$ cat config.mk
export PLATFORM = sky130hd
export DESIGN_NAME = uart_flow_ctrl
export DESIGN_NICKNAME = d
export VERILOG_FILES = /design/src/logic/char_fifo.v /design/src/logic/uart_flow_ctrl.v
export VERILOG_INCLUDE_DIRS = /design/src /design/src/logic
export SDC_FILE = /design/constraint.sdc
export NUM_CORES = 1
export LEC_CHECK = 0
export BUFFER_PORTS_ARGS = -buffer_cell sky130_fd_sc_hd__buf_2
export CORE_ASPECT_RATIO = 1.5
export CORE_UTILIZATION = 35
export CTS_CLUSTER_DIAMETER = 120
export CTS_CLUSTER_SIZE = 24
export DETAILED_ROUTE_END_ITERATION = 10
export SETUP_SLACK_MARGIN = 0.1
export SKIP_LAST_GASP = 1
export SLEW_MARGIN = 20
export SYNTH_ARGS = -nofsm -noshare
export SYNTH_HDL_FRONTEND = slang
export SYNTH_SLANG_ARGS = --single-unit
$ cat constraint.sdc
create_clock -name sys_clk -period 5.17 [get_ports sys_clk]
set_clock_uncertainty 0.1 [all_clocks]
set_input_delay 0.517 -clock sys_clk [delete_from_list [all_inputs] [get_ports sys_clk]]
set_output_delay 0.517 -clock sys_clk [all_outputs]
set_load 0.005 [all_outputs]
$ cat src/logic/uart_flow_defines.vh
// Register offsets, field positions, reset values and timing counts
// for the UART flow-control block. Definitions only.
`ifndef UART_FLOW_DEFINES_VH
`define UART_FLOW_DEFINES_VH

// Register offsets
`define ADDR_DATA        4'h0
`define ADDR_DIV_LO      4'h1
`define ADDR_DIV_HI      4'h2
`define ADDR_FIFO_CTRL   4'h3
`define ADDR_MODEM_CTRL  4'h4
`define ADDR_LINE_STAT   4'h5
`define ADDR_MODEM_STAT  4'h6
`define ADDR_ENH_FEAT    4'h7
`define ADDR_FLOW_THR    4'h8
`define ADDR_TRIG_LVL    4'h9
`define ADDR_TX_LEVEL    4'ha
`define ADDR_RX_LEVEL    4'hb

// Field positions
`define FCR_FIFO_EN      0
`define FCR_RX_FLUSH     1
`define FCR_TX_FLUSH     2
`define MCR_RTS          1
`define MCR_LOOP         4
`define EFR_AUTO_RTS     6
`define EFR_AUTO_CTS     7
`define MSR_CTS          4

// Reset values
`define FCR_RST          8'h00
`define MCR_RST          8'h00
`define EFR_RST          8'h00
`define TCR_RST          8'h00
`define TLR_RST          8'h00
`define DIV_LO_RST       8'h01
`define DIV_HI_RST       8'h00

// FIFO geometry
`define FIFO_DEPTH       7'h40
`define FIFO_AW          6
`define RX_ENTRY_W       11

// Fixed trigger levels
`define RX_TRIG_0        7'h08
`define RX_TRIG_1        7'h10
`define RX_TRIG_2        7'h38
`define RX_TRIG_3        7'h3c
`define TX_TRIG_0        7'h08
`define TX_TRIG_1        7'h10
`define TX_TRIG_2        7'h20
`define TX_TRIG_3        7'h38
`define TRIG_SINGLE      7'h01

// Timing counts in baud ticks and frame bits
`define OVERSAMPLE_LAST  4'hf
`define SAMPLE_POINT     4'h7
`define FRAME_LAST_BIT   4'h9

`endif

$ cat src/logic/char_fifo.v
// Character FIFO, fixed depth, with level count and synchronous flush.
// Assumes one clock; flush and reset empty it in one edge.
`timescale 1ns/10ps
`default_nettype none
`include "uart_flow_defines.vh"

module char_fifo #(
  parameter WIDTH = 8
) (
  input  wire             clk,
  input  wire             nrst,
  input  wire             flush,
  input  wire             wr_valid,
  output wire             wr_ready,
  input  wire [WIDTH-1:0] wr_data,
  output wire             rd_valid,
  input  wire             rd_ready,
  output wire [WIDTH-1:0] rd_data,
  output wire [6:0]       level
);

  reg [WIDTH-1:0]         mem [0:`FIFO_DEPTH-1];
  reg [`FIFO_AW-1:0]      wp_reg;
  reg [`FIFO_AW-1:0]      rp_reg;
  reg [6:0]               cnt_reg;
  wire                    push;
  wire                    pop;

  assign wr_ready = (cnt_reg != `FIFO_DEPTH);
  assign rd_valid = (cnt_reg != 7'h00);
  assign rd_data  = mem[rp_reg];
  assign level    = cnt_reg;
  assign push     = wr_valid & wr_ready;
  assign pop      = rd_valid & rd_ready;

  ////////////////////////////////////////////////////////////////////////////
  // Storage has no reset; only pointers matter
  always @(posedge clk)
  begin
    if (push)
      mem[wp_reg] <= wr_data;
  end

  always @(posedge clk)
  begin
    if (!nrst || flush)
    begin
      wp_reg  <= {`FIFO_AW{1'b0}};
      rp_reg  <= {`FIFO_AW{1'b0}};
      cnt_reg <= 7'h00;
    end
    else
    begin
      if (push)
        wp_reg <= wp_reg + 6'h01;
      if (pop)
        rp_reg <= rp_reg + 6'h01;
      if (push && !pop)
        cnt_reg <= cnt_reg + 7'h01;
      else if (pop && !push)
        cnt_reg <= cnt_reg - 7'h01;
    end
  end

endmodule // char_fifo

`default_nettype wire

$ cat src/logic/uart_flow_ctrl.v
// UART core with 64-entry FIFOs, baud divisor, trigger levels and
// automatic request/clear-to-send flow control.
// Assumes a single 50 MHz clock, registers on a plain strobe port,
// serial pins asynchronous to the clock.
//
// Notes on behaviour
// - Request-to-send pin is active low; request bit set drives it low.
// - After any reset the request-to-send pin stands high.
// - Request-to-send follows receive flow only with auto request enabled.
// - Clear-to-send state is readable in modem-status bit 4.
// - Clear-to-send gates transmission only with auto clear enabled.
// - Loopback disables the transmit pin and routes transmit data to the receiver.
// - Loopback ignores the receive pin; receiver hears only internal transmit data.
// - Hardware reset is active low and resets the device.
// - Both FIFOs hold 64 characters; receive entries carry three error bits.
// - Baud generator divides the clock by a 16-bit divisor, 1 to 65535.
// - Receive and transmit trigger levels are set independently, fixed or programmed.
// - After reset the FIFO enable bit is clear, so both triggers act at one character.
// - Zero programmed trigger register means the fixed level in FIFO control.
// - Auto clear and auto request enable bits are independent, adjacent bits.
// - With auto clear, a character starts only while clear-to-send is active.
// - Auto request asserts with room, deasserts when full, per threshold register.
// - Zero threshold register means auto request halts at the receive trigger level, resuming one below it.
// - Both autos with request looped to clear: sends only while receiver has room.
// - Request stays active while receive level is below the low-nibble halt level.
// - After halt, request reasserts once level reaches the high-nibble resume level.
`timescale 1ns/10ps
`default_nettype none
`include "uart_flow_defines.vh"

module uart_flow_ctrl (
  input  wire       sys_clk,
  input  wire       nrst,
  input  wire [3:0] addr,
  input  wire [7:0] wdata,
  input  wire       wr_stb,
  input  wire       rd_stb,
  output reg  [7:0] rdata,
  input  wire       rx_pin,
  input  wire       cts_n_pin,
  output reg        tx_pin,
  output reg        rts_n_pin,
  output reg        rx_trig_hit,
  output reg        tx_trig_hit
);

  localparam [1:0] TX_IDLE = 2'b01;
  localparam [1:0] TX_SEND = 2'b10;
  localparam [1:0] RX_IDLE = 2'b01;
  localparam [1:0] RX_RECV = 2'b10;

  ////////////////////////////////////////////////////////////////////////////
  // Software-visible registers
  reg [7:0]  div_lo_reg;
  reg [7:0]  div_hi_reg;
  reg [7:0]  fifo_control_reg;
  reg [7:0]  modem_control_reg;
  reg [7:0]  enhanced_feature_reg;
  reg [7:0]  flow_threshold_reg;
  reg [7:0]  trigger_level_reg;
  reg        overrun_reg;

  wire       wr_data_sel = wr_stb && (addr == `ADDR_DATA);
  wire       rd_data_sel = rd_stb && (addr == `ADDR_DATA);
  wire       rd_lsr_sel  = rd_stb && (addr == `ADDR_LINE_STAT);
  wire       wr_fcr_sel  = wr_stb && (addr == `ADDR_FIFO_CTRL);
  wire       rx_flush    = wr_fcr_sel && wdata[`FCR_RX_FLUSH];
  wire       tx_flush    = wr_fcr_sel && wdata[`FCR_TX_FLUSH];
  wire       loopback    = modem_control_reg[`MCR_LOOP];
  wire       fifo_en     = fifo_control_reg[`FCR_FIFO_EN];
  wire       auto_rts    = enhanced_feature_reg[`EFR_AUTO_RTS];
  wire       auto_cts    = enhanced_feature_reg[`EFR_AUTO_CTS];

  always @(posedge sys_clk)
  begin
    if (!nrst)
    begin
      div_lo_reg           <= `DIV_LO_RST;
      div_hi_reg           <= `DIV_HI_RST;
      fifo_control_reg     <= `FCR_RST;
      modem_control_reg    <= `MCR_RST;
      enhanced_feature_reg <= `EFR_RST;
      flow_threshold_reg   <= `TCR_RST;
      trigger_level_reg    <= `TLR_RST;
    end
    else if (wr_stb)
    begin
      case (addr)
        `ADDR_DIV_LO:     div_lo_reg           <= wdata;
        `ADDR_DIV_HI:     div_hi_reg           <= wdata;
        // Flush bits are pulses, not stored
        `ADDR_FIFO_CTRL:  fifo_control_reg     <= {wdata[7:3], 2'b00, wdata[0]};
        `ADDR_MODEM_CTRL: modem_control_reg    <= wdata;
        `ADDR_ENH_FEAT:   enhanced_feature_reg <= wdata;
        `ADDR_FLOW_THR:   flow_threshold_reg   <= wdata;
        `ADDR_TRIG_LVL:   trigger_level_reg    <= wdata;
        default:          div_lo_reg           <= div_lo_reg;
      endcase
    end
  end

  ////////////////////////////////////////////////////////////////////////////
  // Pin synchronisers: accepted once stages two and three agree
  reg [2:0]  rx_sync_reg;
  reg [2:0]  cts_sync_reg;
  reg        rx_filt_reg;
  reg        cts_n_filt_reg;

  always @(posedge sys_clk)
  begin
    if (!nrst)
    begin
      rx_sync_reg    <= 3'h7;
      cts_sync_reg   <= 3'h7;
      rx_filt_reg    <= 1'b1;
      cts_n_filt_reg <= 1'b1;
    end
    else
    begin
      rx_sync_reg  <= {rx_sync_reg[1:0], rx_pin};
      cts_sync_reg <= {cts_sync_reg[1:0], cts_n_pin};
      if (rx_sync_reg[1] == rx_sync_reg[2])
        rx_filt_reg <= rx_sync_reg[2];
      if (cts_sync_reg[1] == cts_sync_reg[2])
        cts_n_filt_reg <= cts_sync_reg[2];
    end
  end

  // In loopback the request output feeds clear-to-send internally
  wire       cts_active = loopback ? ~rts_n_pin : ~cts_n_filt_reg;

  ////////////////////////////////////////////////////////////////////////////
  // Baud generator: one tick per divisor count, 16 ticks per bit
  wire [15:0] div_val = {div_hi_reg, div_lo_reg};
  // Zero is illegal; treat it as one rather than stall
  wire [15:0] div_eff = (div_val == 16'h0000) ? 16'h0001 : div_val;
  reg  [15:0] baud_cnt_reg;
  reg         tick_reg;

  always @(posedge sys_clk)
  begin
    if (!nrst)
    begin
      baud_cnt_reg <= 16'h0000;
      tick_reg     <= 1'b0;
    end
    else if (baud_cnt_reg >= div_eff - 16'h0001)
    begin
      baud_cnt_reg <= 16'h0000;
      tick_reg     <= 1'b1;
    end
    else
    begin
      baud_cnt_reg <= baud_cnt_reg + 16'h0001;
      tick_reg     <= 1'b0;
    end
  end

  ////////////////////////////////////////////////////////////////////////////
  // FIFOs
  wire                  txf_ready;
  wire                  txf_valid;
  wire [7:0]            txf_data;
  wire [6:0]            txf_level;
  wire                  txf_pop;
  wire                  rxf_ready;
  wire                  rxf_valid;
  wire [`RX_ENTRY_W-1:0] rxf_data;
  wire [6:0]            rxf_level;
  wire                  rx_push;
  wire [`RX_ENTRY_W-1:0] rx_entry;

  // Writes to a full transmit FIFO are dropped
  char_fifo #(.WIDTH(8)) tx_fifo (
    .clk      (sys_clk),
    .nrst     (nrst),
    .flush    (tx_flush),
    .wr_valid (wr_data_sel),
    .wr_ready (txf_ready),
    .wr_data  (wdata),
    .rd_valid (txf_valid),
    .rd_ready (txf_pop),
    .rd_data  (txf_data),
    .level    (txf_level)
  );

  // Entry: break, framing error, parity error, character
  char_fifo #(.WIDTH(`RX_ENTRY_W)) rx_fifo (
    .clk      (sys_clk),
    .nrst     (nrst),
    .flush    (rx_flush),
    .wr_valid (rx_push),
    .wr_ready (rxf_ready),
    .wr_data  (rx_entry),
    .rd_valid (rxf_valid),
    .rd_ready (rd_data_sel),
    .rd_data  (rxf_data),
    .level    (rxf_level)
  );

  ////////////////////////////////////////////////////////////////////////////
  // Transmitter: start, eight data bits, one stop bit
  reg [1:0]  tx_state_reg;
  reg [9:0]  tx_shift_reg;
  reg [3:0]  tx_os_reg;
  reg [3:0]  tx_bit_reg;
  reg        tx_line_reg;

  // Flow checked only between characters; one in flight completes
  wire       tx_go = (!auto_cts || cts_active);
  assign txf_pop = (tx_state_reg == TX_IDLE) && tick_reg && txf_valid && tx_go;

  always @(posedge sys_clk)
  begin
    if (!nrst)
    begin
      tx_state_reg <= TX_IDLE;
      tx_shift_reg <= 10'h3ff;
      tx_os_reg    <= 4'h0;
      tx_bit_reg   <= 4'h0;
      tx_line_reg  <= 1'b1;
    end
    else
    begin
      case (tx_state_reg)
        TX_IDLE:
        begin
          tx_line_reg <= 1'b1;
          if (txf_pop)
          begin
            tx_shift_reg <= {1'b1, txf_data, 1'b0};
            tx_os_reg    <= 4'h0;
            tx_bit_reg   <= 4'h0;
            tx_line_reg  <= 1'b0;
            tx_state_reg <= TX_SEND;
          end
        end
        TX_SEND:
        begin
          if (tick_reg)
          begin
            tx_os_reg <= tx_os_reg + 4'h1;
            if (tx_os_reg == `OVERSAMPLE_LAST)
            begin
              tx_shift_reg <= {1'b1, tx_shift_reg[9:1]};
              tx_line_reg  <= tx_shift_reg[1];
              tx_bit_reg   <= tx_bit_reg + 4'h1;
              if (tx_bit_reg == `FRAME_LAST_BIT)
              begin
                tx_line_reg  <= 1'b1;
                tx_state_reg <= TX_IDLE;
              end
            end
          end
        end
        default:
          tx_state_reg <= TX_IDLE;
      endcase
    end
  end

  ////////////////////////////////////////////////////////////////////////////
  // Receiver: start found on a low tick, samples taken mid-bit
  wire       rx_in = loopback ? tx_line_reg : rx_filt_reg;
  reg [1:0]  rx_state_reg;
  reg [7:0]  rx_shift_reg;
  reg [3:0]  rx_os_reg;
  reg [3:0]  rx_bit_reg;

  wire       rx_sample = (rx_state_reg == RX_RECV) && tick_reg &&
                         (rx_os_reg == `SAMPLE_POINT);
  wire       rx_stop   = rx_sample && (rx_bit_reg == `FRAME_LAST_BIT);
  wire       rx_fe     = ~rx_in;
  wire       rx_brk    = rx_fe && (rx_shift_reg == 8'h00);
  // No parity here, so the parity flag stores zero
  assign rx_entry = {rx_brk, rx_fe, 1'b0, rx_shift_reg};
  assign rx_push  = rx_stop;

  always @(posedge sys_clk)
  begin
    if (!nrst)
    begin
      rx_state_reg <= RX_IDLE;
      rx_shift_reg <= 8'h00;
      rx_os_reg    <= 4'h0;
      rx_bit_reg   <= 4'h0;
    end
    else
    begin
      case (rx_state_reg)
        RX_IDLE:
        begin
          if (tick_reg && !rx_in)
          begin
            rx_os_reg    <= 4'h1;
            rx_bit_reg   <= 4'h0;
            rx_state_reg <= RX_RECV;
          end
        end
        RX_RECV:
        begin
          if (tick_reg)
            rx_os_reg <= rx_os_reg + 4'h1;
          if (rx_sample)
          begin
            rx_bit_reg <= rx_bit_reg + 4'h1;
            if (rx_bit_reg == 4'h0 && rx_in)
              rx_state_reg <= RX_IDLE;
            else if (rx_bit_reg == `FRAME_LAST_BIT)
              rx_state_reg <= RX_IDLE;
            else if (rx_bit_reg != 4'h0)
              rx_shift_reg <= {rx_in, rx_shift_reg[7:1]};
          end
        end
        default:
          rx_state_reg <= RX_IDLE;
      endcase
    end
  end

  // Overrun set wins over the clear by a status read
  always @(posedge sys_clk)
  begin
    if (!nrst)
      overrun_reg <= 1'b0;
    else
      overrun_reg <= (rx_push && !rxf_ready) || (overrun_reg && !rd_lsr_sel);
  end

  ////////////////////////////////////////////////////////////////////////////
  // Trigger levels
  reg [6:0]  rx_fixed;
  reg [6:0]  tx_fixed;
  wire [6:0] rx_prog  = {1'b0, trigger_level_reg[7:4], 2'b00};
  wire [6:0] tx_prog  = {1'b0, trigger_level_reg[3:0], 2'b00};
  wire [6:0] rx_trig  = (rx_prog == 7'h00) ? rx_fixed : rx_prog;
  wire [6:0] tx_trig  = (tx_prog == 7'h00) ? tx_fixed : tx_prog;
  wire [6:0] rx_eff   = fifo_en ? rx_trig : `TRIG_SINGLE;
  wire [6:0] tx_eff   = fifo_en ? tx_trig : `TRIG_SINGLE;
  wire [6:0] tx_space = `FIFO_DEPTH - txf_level;

  always @*
  begin
    case (fifo_control_reg[7:6])
      2'b00:   rx_fixed = `RX_TRIG_0;
      2'b01:   rx_fixed = `RX_TRIG_1;
      2'b10:   rx_fixed = `RX_TRIG_2;
      default: rx_fixed = `RX_TRIG_3;
    endcase
    case (fifo_control_reg[5:4])
      2'b00:   tx_fixed = `TX_TRIG_0;
      2'b01:   tx_fixed = `TX_TRIG_1;
      2'b10:   tx_fixed = `TX_TRIG_2;
      default: tx_fixed = `TX_TRIG_3;
    endcase
  end

  always @(posedge sys_clk)
  begin
    if (!nrst)
    begin
      rx_trig_hit <= 1'b0;
      tx_trig_hit <= 1'b0;
    end
    else
    begin
      rx_trig_hit <= (rxf_level >= rx_eff);
      tx_trig_hit <= (tx_space >= tx_eff);
    end
  end

  ////////////////////////////////////////////////////////////////////////////
  // Automatic request-to-send with halt/resume hysteresis
  wire [6:0] halt_prog   = {1'b0, flow_threshold_reg[3:0], 2'b00};
  wire [6:0] resume_prog = {1'b0, flow_threshold_reg[7:4], 2'b00};
  wire       thr_zero    = (flow_threshold_reg == 8'h00);
  wire [6:0] halt_lvl    = thr_zero ? rx_trig : halt_prog;
  wire [6:0] resume_lvl  = thr_zero ? rx_trig - 7'h01 : resume_prog;
  reg        halt_reg;

  always @(posedge sys_clk)
  begin
    if (!nrst || !auto_rts)
      halt_reg <= 1'b0;
    else if (rxf_level >= halt_lvl)
      halt_reg <= 1'b1;
    else if (rxf_level <= resume_lvl)
      halt_reg <= 1'b0;
  end

  always @(posedge sys_clk)
  begin
    if (!nrst)
      rts_n_pin <= 1'b1;
    else if (auto_rts)
      rts_n_pin <= halt_reg | ~modem_control_reg[`MCR_RTS];
    else
      rts_n_pin <= ~modem_control_reg[`MCR_RTS];
  end

  // Idle high in loopback so the far side sees no traffic
  always @(posedge sys_clk)
  begin
    if (!nrst)
      tx_pin <= 1'b1;
    else
      tx_pin <= loopback ? 1'b1 : tx_line_reg;
  end

  ////////////////////////////////////////////////////////////////////////////
  // Read port: data in the cycle after the strobe, zero otherwise
  wire [7:0] line_stat = {1'b0, (tx_state_reg == TX_IDLE) && !txf_valid, !txf_valid,
                          rxf_data[10:8] & {3{rxf_valid}}, overrun_reg, rxf_valid};
  wire [7:0] modem_status_reg = {3'b000, cts_active, 4'h0};

  always @(posedge sys_clk)
  begin
    if (!nrst || !rd_stb)
      rdata <= 8'h00;
    else
    begin
      case (addr)
        `ADDR_DATA:       rdata <= rxf_valid ? rxf_data[7:0] : 8'h00;
        `ADDR_DIV_LO:     rdata <= div_lo_reg;
        `ADDR_DIV_HI:     rdata <= div_hi_reg;
        `ADDR_FIFO_CTRL:  rdata <= fifo_control_reg;
        `ADDR_MODEM_CTRL: rdata <= modem_control_reg;
        `ADDR_LINE_STAT:  rdata <= line_stat;
        `ADDR_MODEM_STAT: rdata <= modem_status_reg;
        `ADDR_ENH_FEAT:   rdata <= enhanced_feature_reg;
        `ADDR_FLOW_THR:   rdata <= flow_threshold_reg;
        `ADDR_TRIG_LVL:   rdata <= trigger_level_reg;
        `ADDR_TX_LEVEL:   rdata <= {1'b0, tx_space};
        `ADDR_RX_LEVEL:   rdata <= {1'b0, rxf_level};
        default:          rdata <= 8'h00;
      endcase
    end
  end

endmodule // uart_flow_ctrl

`default_nettype wire

==> summary.txt <==
Total Routing Usage GR: 0.159
Met2 wire len: 68,200 um
HPWL after DPL: 81,900 um
# setup viols final: 0
Endpoint class of the critical path: flop
Total wire length: 125,000 um
Synth Instances: 3,016
Final Hold Vio Count: 0
Final worst slack: 0.710 ns
Worst Setup EP: baud_cnt_reg[1]$_SDFF_PP0_
Initial antenna violation count: 8
Crit path arrival time: 5.01 ns
Post-CTS Hold Buffers: 2
WP depth: 15
Clock Tree Root: clkbuf_16
Routed vias: 26,800
R2r startpoint: div_lo_reg[7]$_SDFFE_PN0P_
FP Rows: 175
Post-route setup TNS: 0 ns
CP startpoint kind: flop
Status: finished, final reports clean
Die H: 482 um
P_int: 0.0151 W
Worst reg-to-reg path cell count: 15
Worst-path clk slew: 0.11 ns
Number of flip-flops under the largest register name: 640
Critical Path Slowest Stage Cell: a2111oi_0
Post-CTS resize count: 0
Worst-margin pin slew: 1.01 ns
Post-DRT Antenna Nets: 0
Buf+Inv Stages, Crit Path: 1
Slew headroom: 0.323
Filler instances: 14,000
Register area: 38,200 um^2
Cell Chain, Critical Path: or4_1 -> nor4_1 -> nand2b_1 -> o31ai_1 -> inv_1 -> ha_1 -> nand2_1 -> nor2_1 -> nand2_1 -> xor2_1 -> ha_1 -> a2111oi_0 -> nand2_1 -> a211o_1 -> a21boi_0
Wirelength per Cell: 24.1 um
WHS: 0.0978 ns
Worst path required time: 5.72 ns
DRT iter0 DRCs: 2,309
Number of global-route vias before repair: 27,400
Footprint of the multi-input gates: 14,800 um^2
Period utilisation layout: 0.863
Met1 Wirelength: 46,800 um
Max-Cap Viols: 0
DR top layer: met5
Port bufs: 29
H-Tree Depth: 2
Core area: 152,000 um^2
Async set or reset register ratio after synthesis: 0
Dpl cell area: 56,800 um^2
Syn-to-layout area delta: 9.06%
Starting Density: 0.354
R2R Setup Slk: 0.71 ns
Ys flop type: edfxtp_1
Design Area, Final: 58,600 um^2
Net Sw Frac: 0.239
Mapped cell area: 53,700 um^2
Layout cell share with drive strength beyond 1: 0.185
RSZ-0062 raised after global routing: false
Crit path largest cell delay: 0.62 ns
Metal3 WL: 5240 um
First-pass GRT wire length: 184,000 um
Clock latency on the worst-skew pair: 0.73 ns
Pleak: 17.9 nW
Final worst path period need: 4.46 ns
Setup Fix Bufs, Post-CTS: 0
Synth Register Bits: 1,332
Max frequency: 224 MHz
CP top delay family: compound AO/OA/AOI/OAI gates
Switching Power: 0.00474 W
Gp weighted congestion: 0.878
Nets: 3,157
Total I/O pin count: 30
First-pass DRT Iterations: 5
Yosys cell types: 68
Syn Nets: 3,103
Seq pwr share: 0.595
Comb power frac: 0.124
Critical setup path kind: flop to flop
Syn avg cell area: 17.8 um^2
Clock sinks: 1,332
Via-per-instance ratio: 5.19
Register area share after synthesis: 0.711
Peak VDD IR: 279 uV
Most Frequent Cell on Critical Path: nand2_1
Hold WC Path Type: input pin to flop
Global route overflow: 0
Clock power share: 0.281
Die W: 322 um
CP startpoint: div_lo_reg[7]$_SDFFE_PN0P_
FF-to-FF End: baud_cnt_reg[1]$_SDFF_PP0_
TritonCTS clock tree: done
Clock buffer depth: 3
Die outline area: 155,000 um^2
Post-Route Utilization: 0.386
Power Dens Cells: 339 nW/um^2
Remaining DRCs: 0
CTS Buf Count: 61
CP max FO: 16
Largest net degree at the start of global routing: 75
Synthesis Warnings: 0
Max-slew violations: 0
Post-synth EDFFs: 1,152
Pre-CTS setup slack: 0.731 ns
-- power groups by stage --
stage	registers (W)	logic [W]	clock network, W
final	0.0118	0.00246	0.00558
after global routing	0.0118	0.00266	0.00606
after CTS	0.0118	0.00250	0.00577
after detailed placement	0.0121	0.00249	0
after global placement	0.0121	0.00247	0
after floorplan	0.0120	0.00181	0
-- kinds of logic (layout without fill, tap and decap cells) --
kind of cell / count (synthesis) / in the layout / synth area share
multiplexers: 414 / 414 / 0.155
buffers and inverters: 183 / 290 / 0.0137
adder cells (fa/ha/maj): 69 / 69 / 0.0163
AND/OR/NAND/NOR: 655 / 655 / 0.0568
flip-flops: 1332 / 1332 / 0.711
XOR/XNOR: 72 / 72 / 0.0117
AO/OA/AOI/OAI: 291 / 291 / 0.0357
other: 0 / 1 / 0
-- area by class of cell --
type / instances / share of cell area
Sequential cell: 1332 / 0.652
Timing Repair Buffer: 139 / 0.0184
Multi-Input combinational cell: 1501 / 0.253
Tap cell: 2035 / 0.0434
Clock buffer: 111 / 0.0292
Antenna cell: 1 / 0.0000427
Clock inverter: 5 / 0.00141
Inverter: 35 / 0.00224
-- through the flow --
step / power, W / cells
CTS: 0.0201 / 5158
detailed placement: 0.0146 / 5040
global placement: 0.0145 / 5040
global route: 0.0206 / 5158
floorplan: 0.0138 / 3016
finish: 0.0199 / 5159
-- cells in the mapped netlist (10+ instances only) --
library cell	n	area [um^2]
a211oi_1	10	75.1
a21boi_0	37	278
a21o_1	13	97.6
a21oi_1	75	375
a221oi_1	12	105
a22oi_1	20	150
a31oi_1	14	87.6
buf_1	20	75.1
buf_2	35	175
clkbuf_1	92	345
dfxtp_1	180	3600
edfxtp_1	1152	34600
ha_1	67	838
inv_1	34	128
mux2_2	10	113
mux2i_1	70	701
mux4_2	334	7520
nand2_1	165	619
nand2b_1	27	169
nand3_1	62	310
nand3b_1	12	90.1
nand4_1	17	106
nor2_1	246	923
nor2b_1	53	332
nor3_1	15	75.1
o21a_1	10	75.1
o21ai_0	38	190
o22ai_1	20	125
xnor2_1	32	280
xor2_1	40	350
-- how the worst min path moves through the flow --
stage,to,depth (start not counted),startpoint
after detailed placement,cts_sync_reg[1]$_SDFF_PN1_,1,cts_sync_reg[0]$_SDFF_PN1_
after global routing,overrun_reg$_SDFF_PN0_,4,rd_stb
after floorplan,rts_n_pin$_SDFF_PN1_,1,modem_control_reg[1]$_SDFFE_PN0P_
after global placement,rx_sync_reg[1]$_SDFF_PN1_,1,rx_sync_reg[0]$_SDFF_PN1_
after CTS,overrun_reg$_SDFF_PN0_,4,rd_stb
final,overrun_reg$_SDFF_PN0_,4,rd_stb
-- per-layer routing --
layer,up-vias,global-route usage
li1,12000,-
met2,593,0.300
met3,160,0.0207
met1,14000,0.184
met4,6,0.0537
met5,-,0
-- placed cells by master, fill, tap and decap left out, drive strengths merged, types with 12 or more instances in the layout --
| cell type | netlist | final |
|---|---|---|
| xor2 | 40 | 40 |
| inv | 34 | 36 |
| nor3 | 15 | 15 |
| nand4 | 17 | 17 |
| dfxtp | 180 | 180 |
| nor2b | 53 | 53 |
| nand3 | 63 | 63 |
| o21ai | 40 | 40 |
| a21oi | 75 | 75 |
| clkbuf | 92 | 111 |
| nand2 | 165 | 165 |
| ha | 67 | 67 |
| buf | 56 | 137 |
| a22oi | 20 | 20 |
| edfxtp | 1152 | 1152 |
| nor2 | 246 | 246 |
| mux2i | 70 | 70 |
| mux4 | 334 | 334 |
| nand3b | 12 | 12 |
| a21o | 13 | 13 |
| nand2b | 28 | 28 |
| a21boi | 37 | 37 |
| o22ai | 20 | 20 |
| a31oi | 14 | 14 |
| a221oi | 12 | 12 |
| xnor2 | 32 | 32 |
-- worst register-to-register path: stages, from the launching register on --
cell and delay [ns]:
dfxtp_1 0.38, or4_1 0.59, nor4_1 0.29, nand2b_1 0.13, o31ai_1 0.33, inv_1 0.11
ha_1 0.25, nand2_1 0.13, nor2_1 0.09, nand2_1 0.10, xor2_1 0.17, ha_1 0.26
a2111oi_0 0.62, nand2_1 0.12, a211o_1 0.47, a21boi_0 0.23
Power figures use the tool's default switching activity.
